===== config.mk =====
export PLATFORM = sky130hd
export DESIGN_NAME = rx_tone_meter
export DESIGN_NICKNAME = d
export VERILOG_FILES = /design/src/tone_meter_pkg.sv /design/src/rx_tone_meter.sv
export SDC_FILE = /design/constraint.sdc
export NUM_CORES = 1
export LEC_CHECK = 0
export ABC_AREA = 1
export BUFFER_PORTS_ARGS = -buffer_cell sky130_fd_sc_hd__clkbuf_2
export CAP_MARGIN = 20
export CORE_MARGIN = 3
export CORE_UTILIZATION = 40
export CTS_CLUSTER_DIAMETER = 120
export DETAILED_ROUTE_END_ITERATION = 7
export HOLD_SLACK_MARGIN = 0.08
export PLACE_DENSITY = 0.53
export SYNTH_ARGS = -nofsm -noshare
export SYNTH_HDL_FRONTEND = slang
export SYNTH_SLANG_ARGS = --single-unit

===== constraint.sdc =====
create_clock -name core_clk -period 5.39 [get_ports core_clk]
set_input_delay 0.8085 -clock core_clk [delete_from_list [all_inputs] [get_ports core_clk]]
set_output_delay 0.8085 -clock core_clk [all_outputs]
set_load 0.02 [all_outputs]

===== src/tone_meter_pkg.sv =====
// Constants for the receive tone frequency meter and no-tone timer.
// Assumes a crystal-rate square wave arriving on a pin, sampled by core_clk.
//
// Functional notes
// - Measure filtered tone over a fixed window.
// - Count whole cycles, then measuring-clock remainder.
// - Successful window sets done flag and interrupt.
// - Result: byte 1 integer, byte 0 remainder.
// - High and mid band count doubled cycles.
// - Window 9.125 ms high/extended, 18.250 ms mid.
// - Measuring clock 56 kHz, or 28 kHz mid.
// - High band: floor count, rounded 56 kHz remainder.
// - Mid band: floor count, rounded 28 kHz remainder.
// - Extended band counts single cycles at 56 kHz.
// - All timing scales with the crystal frequency.
// - Command 0x33 plus one byte sets timer.
// - Code k gives k*20 ms or k*40 ms.
// - Timer setting writable in every mode.
// - One-shot, restarted only by successful measurement.
// - No countdown before a valid measurement.
// - Countdown from last success or signal loss.
// - Expiry sets no-tone flag and interrupt.
// - Flag cleared by status read, write, reset.
// - General reset loads setting zero.
// - Measurement complete is status bit 0.
// - No-tone expiry is status bit 1.
// - Expiry deferred when measurement over 75% done.
package tone_meter_pkg;
  // ==========================================================================
  // Timing, in crystal periods and measuring-clock ticks.
  localparam int MEAS_HI_HZ     = 56000;
  localparam int WINDOW_HI_US   = 9125;
  localparam int NT_UNIT_HI_MS  = 20;
  localparam logic [7:0] XTAL_PER_TICK_HI  = 8'h48;
  localparam logic [7:0] XTAL_PER_TICK_MID = 8'h90;
  localparam logic [8:0] WIN_TICKS =
    9'(WINDOW_HI_US * MEAS_HI_HZ / 1000000);
  localparam logic [8:0] LATE_TICKS = 9'(WINDOW_HI_US * MEAS_HI_HZ * 3 / 4000000);
  localparam logic [14:0] NT_UNIT_TICKS = 15'(NT_UNIT_HI_MS * MEAS_HI_HZ / 1000);
  // ==========================================================================
  // Serial commands and band codes.
  localparam logic [7:0] CMD_GEN_RESET = 8'h01;
  localparam logic [7:0] CMD_FREQ_READ = 8'h32;
  localparam logic [7:0] CMD_NT_WRITE  = 8'h33;
  localparam logic [7:0] CMD_STAT_READ = 8'h39;
  localparam logic [1:0] BAND_HIGH = 2'h0;
  localparam logic [1:0] BAND_MID  = 2'h1;
  localparam logic [1:0] BAND_EXT  = 2'h2;
  localparam int STAT_MEAS_BIT = 0;
  localparam int STAT_NT_BIT   = 1;
  typedef enum logic [1:0] {BUS_ADDR = 2'b00, BUS_WDATA = 2'b01,
                            BUS_RDATA = 2'b10, BUS_SKIP = 2'b11} bus_state_e;
  typedef enum logic {MEAS_IDLE = 1'b0, MEAS_RUN = 1'b1} meas_state_e;
endpackage


===== src/rx_tone_meter.sv =====
// Receive tone frequency meter, no-tone timer and serial command slave.
// Assumes xtal_pin, tone_pin and the serial pins are asynchronous to
// core_clk; band and enable inputs come from logic on core_clk.
`timescale 1ns/100ps
module rx_tone_meter #(
  // Ticks per no-tone code step; the default is the nominal 20 ms step.
  parameter logic [14:0] NT_UNIT = tone_meter_pkg::NT_UNIT_TICKS
) (
  input  wire logic       core_clk,
  input  wire logic       rst_n,
  input  wire logic       xtal_pin,
  input  wire logic       tone_pin,
  input  wire logic       tone_ok,
  input  wire logic [1:0] band_sel,
  input  wire logic       irq_en_meas,
  input  wire logic       irq_en_notone,
  input  wire logic       bus_clk,
  input  wire logic       bus_cmd,
  input  wire logic       bus_csn,
  output logic            bus_reply,
  output logic            irq_n
);
  // ==========================================================================
  // State record.
  typedef struct packed {
    logic [2:0]  xs;
    logic [2:0]  ts;
    logic [2:0]  bc;
    logic [1:0]  bd;
    logic [1:0]  bs;
    logic [7:0]  pre;
    tone_meter_pkg::meas_state_e mstate;
    logic [8:0]  tcnt;
    logic [7:0]  ncnt;
    logic [8:0]  edge_tick;
    logic [7:0]  res_n;
    logic [7:0]  res_r;
    logic        meas_flag;
    logic        nt_flag;
    logic [3:0]  setting;
    logic        armed;
    logic        pending;
    logic [14:0] nt_cnt;
    tone_meter_pkg::bus_state_e bstate;
    logic [7:0]  shreg;
    logic [2:0]  bitcnt;
    logic [15:0] txreg;
    logic        reply;
    logic        irq_n;
  } state_s;

  state_s st_reg;
  state_s st_next;
  logic   xtal_edge;
  logic   tick;
  logic   tone_edge;
  logic   success;
  logic   abort;
  logic   expire;
  logic   late;
  logic   byte_done;
  logic   wr_setting;
  logic   gen_reset;
  logic   stat_read;
  logic [7:0]  rx_byte;
  logic [7:0]  divisor;
  logic [8:0]  rem;

  // Rounds an edge time to the nearest tick using the phase in the tick.
  function automatic logic [8:0] round_tick(input logic [8:0] t,
                                            input logic [7:0] ph,
                                            input logic [7:0] div);
    round_tick = (ph >= (div >> 1)) ? t + 9'h001 : t;
  endfunction

  // ==========================================================================
  // Next-state logic.
  always_comb
  begin
    st_next = st_reg;
    // Synchronisers; the second stage feeds the logic, and the third stage only the edge detectors.
    st_next.xs = {st_reg.xs[1:0], xtal_pin};
    st_next.ts = {st_reg.ts[1:0], tone_pin};
    st_next.bc = {st_reg.bc[1:0], bus_clk};
    st_next.bd = {st_reg.bd[0], bus_cmd};
    st_next.bs = {st_reg.bs[0], bus_csn};
    xtal_edge = st_reg.xs[1] & ~st_reg.xs[2];
    // Mid band ticks at half rate, so both windows last 511 ticks.
    divisor = (band_sel == tone_meter_pkg::BAND_MID) ?
              tone_meter_pkg::XTAL_PER_TICK_MID : tone_meter_pkg::XTAL_PER_TICK_HI;
    tick = xtal_edge && (st_reg.pre == divisor - 8'h01);
    if (xtal_edge)
    begin
      st_next.pre = tick ? 8'h00 : st_reg.pre + 8'h01;
    end
    // Extended band counts single cycles; the others count both edges.
    if (band_sel == tone_meter_pkg::BAND_EXT)
    begin
      tone_edge = st_reg.ts[1] & ~st_reg.ts[2];
    end
    else
    begin
      tone_edge = st_reg.ts[1] ^ st_reg.ts[2];
    end
    success = 1'b0;
    abort = 1'b0;
    rem = tone_meter_pkg::WIN_TICKS - st_reg.edge_tick;
    // Measurement window.
    case (st_reg.mstate)
      tone_meter_pkg::MEAS_IDLE:
      begin
        if (tone_edge && tone_ok)
        begin
          st_next.mstate = tone_meter_pkg::MEAS_RUN;
          st_next.pre = 8'h00;
          st_next.tcnt = 9'h000;
          st_next.ncnt = 8'h00;
          st_next.edge_tick = 9'h000;
        end
      end
      tone_meter_pkg::MEAS_RUN:
      begin
        if (!tone_ok)
        begin
          abort = 1'b1;
          st_next.mstate = tone_meter_pkg::MEAS_IDLE;
        end
        else
        begin
          if (tone_edge && st_reg.ncnt != 8'hFF)
          begin
            st_next.ncnt = st_reg.ncnt + 8'h01;
            st_next.edge_tick = round_tick(st_reg.tcnt, st_reg.pre, divisor);
          end
          if (tick)
          begin
            st_next.tcnt = st_reg.tcnt + 9'h001;
            if (st_reg.tcnt == tone_meter_pkg::WIN_TICKS - 9'h001)
            begin
              st_next.mstate = tone_meter_pkg::MEAS_IDLE;
              success = (st_reg.ncnt != 8'h00);
            end
          end
        end
      end
      default:
      begin
        st_next.mstate = tone_meter_pkg::MEAS_IDLE;
      end
    endcase
    // The remainder is what is left of the window after the last edge.
    if (success)
    begin
      st_next.res_n = st_reg.ncnt;
      st_next.res_r = (rem > 9'h0FF) ? 8'hFF : rem[7:0];
    end
    // ========================================================================
    // Serial slave: bits taken on bus clock rise, reply changes on fall.
    byte_done = 1'b0;
    wr_setting = 1'b0;
    gen_reset = 1'b0;
    stat_read = 1'b0;
    rx_byte = {st_reg.shreg[6:0], st_reg.bd[1]};
    if (st_reg.bs[1])
    begin
      st_next.bstate = tone_meter_pkg::BUS_ADDR;
      st_next.bitcnt = 3'h0;
      st_next.reply = 1'b0;
    end
    else if (st_reg.bc[1] && !st_reg.bc[2])
    begin
      st_next.shreg = rx_byte;
      st_next.bitcnt = st_reg.bitcnt + 3'h1;
      byte_done = (st_reg.bitcnt == 3'h7);
    end
    else if (!st_reg.bc[1] && st_reg.bc[2] && st_reg.bstate == tone_meter_pkg::BUS_RDATA)
    begin
      st_next.reply = st_reg.txreg[15];
      st_next.txreg = {st_reg.txreg[14:0], 1'b0};
    end
    if (byte_done)
    begin
      case (st_reg.bstate)
        tone_meter_pkg::BUS_ADDR:
        begin
          st_next.bstate = tone_meter_pkg::BUS_SKIP;
          if (rx_byte == tone_meter_pkg::CMD_NT_WRITE)
          begin
            st_next.bstate = tone_meter_pkg::BUS_WDATA;
          end
          else if (rx_byte == tone_meter_pkg::CMD_FREQ_READ)
          begin
            st_next.bstate = tone_meter_pkg::BUS_RDATA;
            st_next.txreg = {st_reg.res_n, st_reg.res_r};
          end
          else if (rx_byte == tone_meter_pkg::CMD_STAT_READ)
          begin
            stat_read = 1'b1;
            st_next.bstate = tone_meter_pkg::BUS_RDATA;
            st_next.txreg = 16'h0000;
            st_next.txreg[8 + tone_meter_pkg::STAT_MEAS_BIT] = st_reg.meas_flag;
            st_next.txreg[8 + tone_meter_pkg::STAT_NT_BIT] = st_reg.nt_flag;
          end
          else if (rx_byte == tone_meter_pkg::CMD_GEN_RESET)
          begin
            gen_reset = 1'b1;
          end
        end
        tone_meter_pkg::BUS_WDATA:
        begin
          // Accepted in any band or mode; the top nibble is ignored.
          wr_setting = 1'b1;
          st_next.setting = rx_byte[3:0];
          st_next.bstate = tone_meter_pkg::BUS_SKIP;
        end
        tone_meter_pkg::BUS_RDATA:
        begin
          // Reply bytes keep shifting out until the host deselects.
          st_next.bstate = tone_meter_pkg::BUS_RDATA;
        end
        default:
        begin
          st_next.bstate = tone_meter_pkg::BUS_SKIP;
        end
      endcase
    end
    if (gen_reset)
    begin
      st_next.setting = 4'h0;
      st_next.armed = 1'b0;
      st_next.pending = 1'b0;
    end
    // ========================================================================
    // No-tone timer: holds while a good measurement runs, counts otherwise.
    expire = 1'b0;
    late = (st_reg.mstate == tone_meter_pkg::MEAS_RUN) &&
           (st_reg.tcnt > tone_meter_pkg::LATE_TICKS);
    if (st_reg.armed && tick &&
        !(st_reg.mstate == tone_meter_pkg::MEAS_RUN && tone_ok))
    begin
      if (st_reg.nt_cnt == 15'h0001)
      begin
        expire = 1'b1;
        st_next.armed = 1'b0;
        st_next.pending = late;
      end
      else
      begin
        st_next.nt_cnt = st_reg.nt_cnt - 15'h0001;
      end
    end
    if (success)
    begin
      // Only a good window primes the countdown; nothing else arms it.
      st_next.armed = (st_reg.setting != 4'h0);
      st_next.pending = 1'b0;
      st_next.nt_cnt = 15'(st_reg.setting * NT_UNIT);
    end
    if (abort && st_reg.pending)
    begin
      st_next.pending = 1'b0;
    end
    // ========================================================================
    // Status flags: clears first, so a same-cycle set wins.
    if (stat_read || gen_reset)
    begin
      st_next.meas_flag = 1'b0;
      st_next.nt_flag = 1'b0;
    end
    if (wr_setting)
    begin
      st_next.nt_flag = 1'b0;
    end
    if (success)
    begin
      st_next.meas_flag = 1'b1;
    end
    if ((expire && !late) || (abort && st_reg.pending))
    begin
      st_next.nt_flag = 1'b1;
    end
    st_next.irq_n = ~((st_next.meas_flag & irq_en_meas) |
                      (st_next.nt_flag & irq_en_notone));
  end

  // ==========================================================================
  // State register.
  always_ff @(posedge core_clk or negedge rst_n)
  begin
    if (!rst_n)
    begin
      st_reg <= '0;
      st_reg.irq_n <= 1'b1;
      // The select synchroniser starts deselected, matching the idle pin.
      st_reg.bs <= 2'b11;
    end
    else
    begin
      st_reg <= st_next;
    end
  end

  assign bus_reply = st_reg.reply;
  assign irq_n = st_reg.irq_n;

  // ==========================================================================
  // Checks.
  a_meas_flag_set: assert property (@(posedge core_clk) disable iff (!rst_n)
    success |=> st_reg.meas_flag)
    else $error("Measurement flag not set after a good window.");

  a_result_hold: assert property (@(posedge core_clk) disable iff (!rst_n)
    !success |=> $stable({st_reg.res_n, st_reg.res_r}))
    else $error("Result changed without a good window.");

  a_result_load: assert property (@(posedge core_clk) disable iff (!rst_n)
    success |=> st_reg.res_n == $past(st_reg.ncnt))
    else $error("Integer byte does not match the cycle count.");

  a_window_len: assert property (@(posedge core_clk) disable iff (!rst_n)
    success |-> tick && st_reg.tcnt == tone_meter_pkg::WIN_TICKS - 9'h001)
    else $error("Window did not last 511 ticks.");

  a_irq_meas: assert property (@(posedge core_clk) disable iff (!rst_n)
    (success && irq_en_meas) ##1 irq_en_meas |=> !irq_n)
    else $error("Interrupt not raised for a finished measurement.");

  a_nt_cause: assert property (@(posedge core_clk) disable iff (!rst_n)
    $rose(st_reg.nt_flag) |-> $past(st_reg.armed) || $past(st_reg.pending))
    else $error("No-tone flag raised without a primed countdown.");

  a_nt_expire: assert property (@(posedge core_clk) disable iff (!rst_n)
    (expire && !late) |=> st_reg.nt_flag && !st_reg.armed)
    else $error("Expiry did not set the no-tone flag.");

  a_late_defer: assert property (@(posedge core_clk) disable iff (!rst_n)
    (expire && late && !success) |=> st_reg.pending)
    else $error("Late expiry was not deferred.");

  a_nt_reload: assert property (@(posedge core_clk) disable iff (!rst_n)
    (success && st_reg.setting != 4'h0) |=>
      st_reg.armed && st_reg.nt_cnt == 15'($past(st_reg.setting) * NT_UNIT))
    else $error("Countdown not reloaded after a good window.");

  a_setting_write: assert property (@(posedge core_clk) disable iff (!rst_n)
    wr_setting |=> st_reg.setting == $past(rx_byte[3:0]))
    else $error("Timer setting not taken from the data byte.");

  a_gen_reset: assert property (@(posedge core_clk) disable iff (!rst_n)
    gen_reset |=> st_reg.setting == 4'h0 && !st_reg.armed)
    else $error("General reset did not clear the timer setting.");

endmodule


After elaboration in Yosys (flattened, before gate mapping)
Index checks and enable logic that the tools add are counted.

Magnitude comparators: 3. Equality and inequality tests: 19. Bitwise operators: 11. Multiply operators: 1. Muxes and demuxes: 66. Add/sub/neg operators: 7. Reductions and logical operators: 33.

Operators by type and width (count): two-way mux 16 bit (6); two-way mux 17 bit (5); one-hot mux 27 bit (2 select lines) (1); two-way mux 8 bit (5); two-way mux 35 bit (1); two-way mux 1 bit (33); two-way mux 26 bit (1); == test 8 x 6 -> 1 bit, second input constant (3); adder 8 x 1 -> 8 bit, second input constant (2); == test 15 x 1 -> 1 bit, second input constant (1); two-way mux 15 bit (1); subtractor 15 x 1 -> 15 bit, second input constant (1); logical AND 1 bit (12); nonzero test 2 bit (6); multiplier 4 x 6 -> 10 bit, second input constant (1); two-way mux 10 bit (1); two-way mux 2 bit (5); adder 9 x 1 -> 9 bit, second input constant (1); == test 9 bit, second input constant (1); > comparator 9 x 8 -> 1 bit, second input constant (1); > comparator 9 bit, second input constant (1); two-way mux 9 bit (1); subtractor 9 bit, first input constant (1); == test 8 x 1 -> 1 bit, second input constant (1); 25 further kinds (48).

Bits of input ports: 12. Register bits: 117. Output and inout port bits: 2. Word-level logic and storage cells: 164.

Logic depth before layout (Yosys ltp)
Gate-level depths: netlist of the first run.

Depth in word-level cells: 14. Depth in mapped cells: 14. Mapped depth without buffers: 14.

Worst setup path before layout of the first run
OpenSTA, ideal clock, no wires.

Path kind: input to register. Start: input band_sel[1]. End: register st_reg[60] in the netlist's numbering. Arrival: 2.348 ns. Path slack: 2.922 ns. Cell stages on the path: 14. Cell sequence: inv_1 nand2_1 ha_1 inv_1 nand2_1 nor2_1 nand3_2 nor2_4 nand4_4 clkinv_2 buf_6 nand3_1 o21ai_0 inv_1.

Cells in the longest elaborated chain, start to end: 8.

Ends and longest elaborated chain: start: declaration (RTL line rx_tone_meter.sv:14) `input wire logic [1:0] band_sel,`; == test 2 x 1 -> 1 bit (RTL line rx_tone_meter.sv:89) `divisor = (band_sel == tone_meter_pkg::BAND_MID) ?`; two-way mux 8 bit (RTL line rx_tone_meter.sv:89); subtractor 8 x 1 -> 8 bit (RTL line rx_tone_meter.sv:91) `tick = xtal_edge && (st_reg.pre == divisor - 8'h01);`; == test 8 bit (RTL line rx_tone_meter.sv:91); logical AND 1 bit (RTL line rx_tone_meter.sv:91); two-way mux 1 bit (RTL line rx_tone_meter.sv:135) `if (tick)`; two-way mux 1 bit (RTL line rx_tone_meter.sv:123) `if (!tone_ok)`; two-way mux 1 bit (RTL line rx_tone_meter.sv:109) `case (st_reg.mstate)`; end signal: assignment (RTL line rx_tone_meter.sv:299) `st_reg <= st_next;`; end: declaration (RTL line rx_tone_meter.sv:52) `state_s st_reg;`.

No other way between the ends. A chain may end at the register's enable or synchronous reset.

Worst setup path in the final report of the first run
Start: input band_sel[1]. End: register st_reg[61] in the netlist's numbering.

Same word-level chain as after synthesis.

==> results of run 1 <==
==> cell type report <==
| class | instances | area share (%) |
|---|---|---|
| clock buffer | 22 | 6.986 |
| clock inverter | 8 | 2.069 |
| inverter | 100 | 5.324 |
| multi-input combinational | 552 | 39.87 |
| sequential | 117 | 41.44 |
| tap | 184 | 3.254 |
| timing repair buffer | 14 | 1.061 |
==> report_power, final <==
part / switching [mW] / leakage (nW) / internal [mW] / total (mW)
Clock: 0.391 / 0.314 / 0.828 / 1.22
Combinational: 0.105 / 1.68 / 0.0516 / 0.157
Sequential: 0.0409 / 1.54 / 0.924 / 0.965
==> Yosys cell counts (all sizes together) <==
library cell / n / area, µm²
xor2: 14 / 122.6
clkbuf: 8 / 30.03
inv: 99 / 371.6
nor3b: 1 / 7.510
mux2i: 1 / 10.01
nor2: 76 / 310.3
buf: 9 / 53.80
dfstp: 3 / 78.83
dfrtp: 114 / 2853
a21boi: 1 / 7.510
o211ai: 6 / 45.04
o21ai: 64 / 320.3
nand3b: 4 / 30.03
mux2: 2 / 22.52
nand3: 76 / 400.4
nor3: 16 / 90.09
and3: 1 / 6.260
o21a: 1 / 7.510
nand4: 11 / 83.83
clkinv: 1 / 5.000
ha: 27 / 337.8
o22ai: 3 / 18.77
xnor2: 3 / 26.28
or2: 2 / 12.52
o21bai: 2 / 15.01
a21oi: 21 / 105.1
nor4: 1 / 6.260
o31ai: 2 / 15.01
nand2: 217 / 819.5
==> final timing paths <==
| kind | slack (ps) | end | from | cells after the start |
|---|---|---|---|---|
| worst min-delay path | 350 | st_next[117] | st_next[116] | 0 |
| worst max-delay path | 2730 | st_reg[61] | band_sel[1] | 14 |
| worst min register to register | 350 | st_next[117] | st_next[116] | 0 |
| min in group asynchronous | 510 | st_reg[7] | rst_n | 1 |
| max in group asynchronous | 3760 | st_reg[46] | rst_n | 2 |
| worst max register to register | 2900 | st_reg[78] | st_next[114] | 8 |
==> metal layers <==
layer | vias to the layer above | wire [µm]
li1 | 2567 | -
met1 | 2272 | 6863
met4 | 0 | 239
met3 | 16 | 458
met5 | - | 0
met2 | 76 | 5834
==> cell families (layout without fill, tap and decap cells) <==
group | Yosys count | in the layout
adder cells (fa/ha/maj) | 27 | 27
buffers and inverters | 117 | 144
AND/OR/NAND/NOR | 405 | 405
AO/OA/AOI/OAI | 100 | 100
multiplexers | 3 | 3
flip-flops | 117 | 117
XOR/XNOR | 17 | 17
==> per-stage QoR <==
step | power [mW] | setup slack (ps) | cell area [µm²] | std cells | hold WS (ps)
floorplan | 1.076 | 2922 | 6212 | 786 | 331.2
global placement | 1.131 | 2376 | 6434 | 967 | 334.5
detailed placement | 1.137 | 2272 | 6434 | 967 | 336.3
CTS | 2.372 | 2703 | 7074 | 997 | 353.9
global route | 2.444 | 2372 | 7074 | 997 | 363.2
finish | 2.341 | 2728 | 7074 | 997 | 351.8
==> worst max-delay path, stage by stage <==
cell	delay [ps]
clkbuf_2	80
inv_1	90
nand2_1	140
ha_1	350
inv_1	90
nand2_1	50
nor2_1	120
nand3_2	130
nor2_4	160
nand4_4	310
clkinv_2	370
nand3_1	120
o21ai_1	90
inv_1	50
==> results.sh, run 1 <==
export IMPL_status="completed"
export IMPL_clock_latency_ps=420
export IMPL_multi_input_area_um2=2820
export IMPL_syn_inst=786
export IMPL_muxShareOfSynthArea_pct=0.5237
export IMPL_final_common_cell="nand2_1"
export IMPL_syn_area_um2=6212
export IMPL_drtAntennaViolNets=0
export IMPL_max_cap_violations=0
export IMPL_nets=841
export IMPL_fin_tns_setup_ps=0
export IMPL_antenna_found_initial=0
export IMPL_cp_data_arrival_time_ps=2970
export IMPL_num_rows=44
export IMPL_ys_types=40
export IMPL_fillerInstances=1474
export IMPL_diodes=0
export IMPL_io_pins=14
export IMPL_cp_start_kind="primary input"
export IMPL_timing_slew_headroom_pct=39.13
export IMPL_seqCellArea_um2=2932
export IMPL_path_class="primary input to register"
export IMPL_routed_wirelength_um=13400
export IMPL_yosysSeqAreaShare_pct=47.19
export IMPL_routed_via_density=4.946
export IMPL_finClkSkew_ps=7.345
export IMPL_final_cell_mix="215 x nand2_1, 114 x dfrtp_1, 97 x inv_1"
export IMPL_synth_compound_area_share_pct=8.600
export IMPL_cts_resized_gates=0
export IMPL_largest_reg_flops=99
export IMPL_synth_top_family_by_area="simple AND/OR/NAND/NOR gates"
export IMPL_die_height_um=130.6
export IMPL_busiest_layer="met2"
export IMPL_ys_seq_elements=117
export IMPL_grt_pass1_wl_um=23100
export IMPL_synthesis_nets=825
export IMPL_grt_pass1_vias=4688
export IMPL_cts_tree="built"
export IMPL_leakagePower_nw=3.532
export IMPL_cts_num_sinks=117
export IMPL_clk_pin_slew_worst_paths_ps=60
export IMPL_avgRoutedWirePerCell_um=13.44
export IMPL_fmax_mhz=375.6
export IMPL_worstHoldPathType="register to register"
export IMPL_drt_iter0_drc=266
export IMPL_synthAdderAreaFrac_pct=5.438
export IMPL_peakVddDrop_v=0.0002287
export IMPL_grt_util_met1_pct=24.38
export IMPL_grt_max_degree=71
export IMPL_rsz0062_at_grt="no"
export IMPL_h_tree_depth=4
export IMPL_finalSetupViolations=0
export IMPL_drtPass1Iterations=5
export IMPL_place_hpwl_um=9426
export IMPL_grtUsageTotal_pct=17.20
export IMPL_post_cts_setup_buffers=0
export IMPL_cp_max_fo=26
export IMPL_drc_errors=0
export IMPL_core_area_um2=14860
export IMPL_critPathCaptureType="register"
export IMPL_worstPathRequired_ps=5700
export IMPL_final_util_pct=47.59
export IMPL_grtUsageMet3_pct=3.821
export IMPL_met2_usage_pct=25.52
export IMPL_place_congestion=0.8357
export IMPL_hold_viol=0
export IMPL_yosysWarnings=0
export IMPL_min_period_over_period_pct=49.39
export IMPL_numCtsBuffers=17
export IMPL_cts_buffer_depth=2
export IMPL_die_area_um2=17060
export IMPL_tightestPinTransition_ps=913.1
export IMPL_root_buffer="clkbuf_16"
export IMPL_vias=4931
export IMPL_slew_violations=0
export IMPL_die_w_um=130.6
export IMPL_avgSynthCellArea_um2=7.904
export IMPL_synthXorXnorAreaFrac_pct=2.397
export IMPL_holdBufCountCts=0
export IMPL_syn2layout_area_growth_pct=13.88
export IMPL_globalRouteOverflowTotal=0
export IMPL_post_route_min_period_ps=2662
export IMPL_final_layout_size_suffix_gt1_share_pct=8.364
export IMPL_power_density_nw_per_um2=330.9
export IMPL_start_util_pct=41.79
export IMPL_portBuffers=13
export IMPL_synth_simple_gate_area_share_pct=28.44
Power figures use the tool's default switching activity.
==> run 2: changes to the inputs <==
==> constraint.sdc (replaced) <==
create_clock -name core_clk -period 2.5 [get_ports core_clk]
set_input_delay 0.375 -clock core_clk [delete_from_list [all_inputs] [get_ports core_clk]]
set_output_delay 0.375 -clock core_clk [all_outputs]
set_load 0.02 [all_outputs]
==> run 2 against run 1 <==
  * Clock skew rose by 1.1 ps
  * Final area is 0.74% higher
  * Sequential power increased by 120%
==> results.sh, run 2 (synthesis results as in run 1) <==
export IMPL_cts_buffer_depth=2
export IMPL_cts_resized_gates=0
export IMPL_drtPass1Iterations=5
export IMPL_grt_pass1_vias=5099
export IMPL_clk_pin_slew_worst_paths_ps=50
export IMPL_h_tree_depth=4
export IMPL_detailedPlace_worstSlack_ps=33.59
export IMPL_die_area_um2=17060
export IMPL_power_density_nw_per_um2=668.7
export IMPL_root_buffer="clkbuf_16"
export IMPL_syn2layout_area_growth_pct=14.72
export IMPL_path_class="register to register"
export IMPL_numCtsBuffers=17
export IMPL_grt_pass1_wl_um=23870
export IMPL_drt_iter0_drc=280
export IMPL_hold_viol=0
export IMPL_cts_tree="built"
export IMPL_timing_slew_headroom_pct=54.06
export IMPL_worstPathRequired_ps=2810
export IMPL_tightestPinTransition_ps=687.5
export IMPL_status="completed"
export IMPL_io_pins=14
export IMPL_final_layout_size_suffix_gt1_share_pct=8.926
export IMPL_peakVddDrop_v=0.0004954
export IMPL_drtAntennaViolNets=0
export IMPL_final_cell_mix="215 x nand2_1, 114 x dfrtp_1, 97 x inv_1"
export IMPL_cp_max_fo=26
export IMPL_final_instance_count_excl_fill=1013
export IMPL_finClkSkew_ps=8.467
export IMPL_place_hpwl_um=9625
export IMPL_largest_reg_flops=99
export IMPL_drc_errors=0
export IMPL_fillerInstances=1431
export IMPL_rsz0062_at_grt="no"
export IMPL_routed_wirelength_um=13680
export IMPL_final_common_cell="nand2_1"
export IMPL_globalRouteOverflowTotal=0
export IMPL_leakagePower_nw=3.565
export IMPL_die_w_um=130.6
export IMPL_fmax_mhz=451.3
export IMPL_vias=5066
export IMPL_fin_ws_ps=284.2
export IMPL_diodes=0
export IMPL_start_util_pct=41.79
export IMPL_cp_start_kind="register"
export IMPL_avgRoutedWirePerCell_um=13.50
export IMPL_clock_latency_ps=430
export IMPL_worstHoldPathType="primary input to register"
export IMPL_final_util_pct=47.95
export IMPL_place_congestion=0.8559
export IMPL_min_period_over_period_pct=88.63
export IMPL_cp_data_arrival_time_ps=2530
export IMPL_grt_max_degree=118
export IMPL_max_cap_violations=0
export IMPL_slew_violations=0
export IMPL_core_area_um2=14860
export IMPL_num_rows=44
export IMPL_die_height_um=130.6
export IMPL_cts_num_sinks=117
export IMPL_fin_tns_setup_ps=0
export IMPL_portBuffers=13
export IMPL_critPathCaptureType="register"
export IMPL_grtUsageTotal_pct=17.79
export IMPL_finalSetupViolations=0
export IMPL_routed_via_density=5.001
export IMPL_antenna_found_initial=0
export IMPL_place_inst=975
export IMPL_nets=855
export IMPL_post_route_min_period_ps=2216
-- run 2: what timing repair did --
item                                   4_1_cts  5_1_grt
buffers inserted                             0        0
endpoints found under the hold margin       15        0
hold buffers                                 6        0
-- run 2: area by class of cell --
| type | count | area (µm²) | share of cell area, % |
|---|---|---|---|
| clock buffers | 22 | 454.2 | 6.373 |
| clock inverters | 10 | 106.4 | 1.492 |
| well taps | 184 | 230.2 | 3.230 |
| flip-flops and latches | 117 | 2932 | 41.13 |
| repair buffers | 28 | 207.7 | 2.914 |
| multi-input cells | 552 | 2820 | 39.57 |
| inverters | 100 | 376.6 | 5.284 |
-- run 2: final timing paths --
kind | startpoint | endpoint | slack [ps] | depth (start not counted)
worst max register to register | st_reg[103] | st_reg[58] | 280 | 11
worst min register to register | st_next[116] | st_next[117] | 350 | 0
max in group asynchronous | rst_n | st_reg[33] | 1430 | 3
worst min-delay path | irq_en_notone | irq_n | 100 | 2
worst max-delay path | st_reg[103] | st_reg[58] | 280 | 11
min in group asynchronous | rst_n | st_next[110] | 590 | 3
-- run 2: per-stage QoR --
stage | power (mW) | instance area, µm² | hold WS, ps
2_1_floorplan | 2.320 | 6212 | 79.41
3_3_place_gp | 2.447 | 6506 | 332.1
3_5_place_dp | 2.457 | 6506 | 336.3
4_1_cts | 4.828 | 7127 | 80.08
5_1_grt | 4.986 | 7127 | 109.2
6_report | 4.766 | 7127 | 97.62
-- run 2: critical path, stage by stage (launching register included) --
cell	delay (ps)
dfrtp_1	410
ha_1	360
inv_1	100
nand2_1	60
nor2_1	140
nand3_2	130
nor2_4	160
nand4_4	150
clkinv_2	300
nand3_1	130
o21ai_0	100
inv_1	50
-- run 2: where the power goes --
part / switching [mW] / internal [mW] / total [mW]
clock network: 0.857 / 1.48 / 2.34
logic: 0.228 / 0.122 / 0.350
registers: 0.0872 / 1.99 / 2.08
-- run 2: layer usage --
layer / track usage, % / vias to the layer above / part of all wire, %
met2: 28.49 / 84 / 45
met3: 5.000 / 22 / 4.1
met5: 0 / - / 0
met1: 23.29 / 2360 / 49
li1: - / 2600 / -
met4: 6.110 / 0 / 1.4
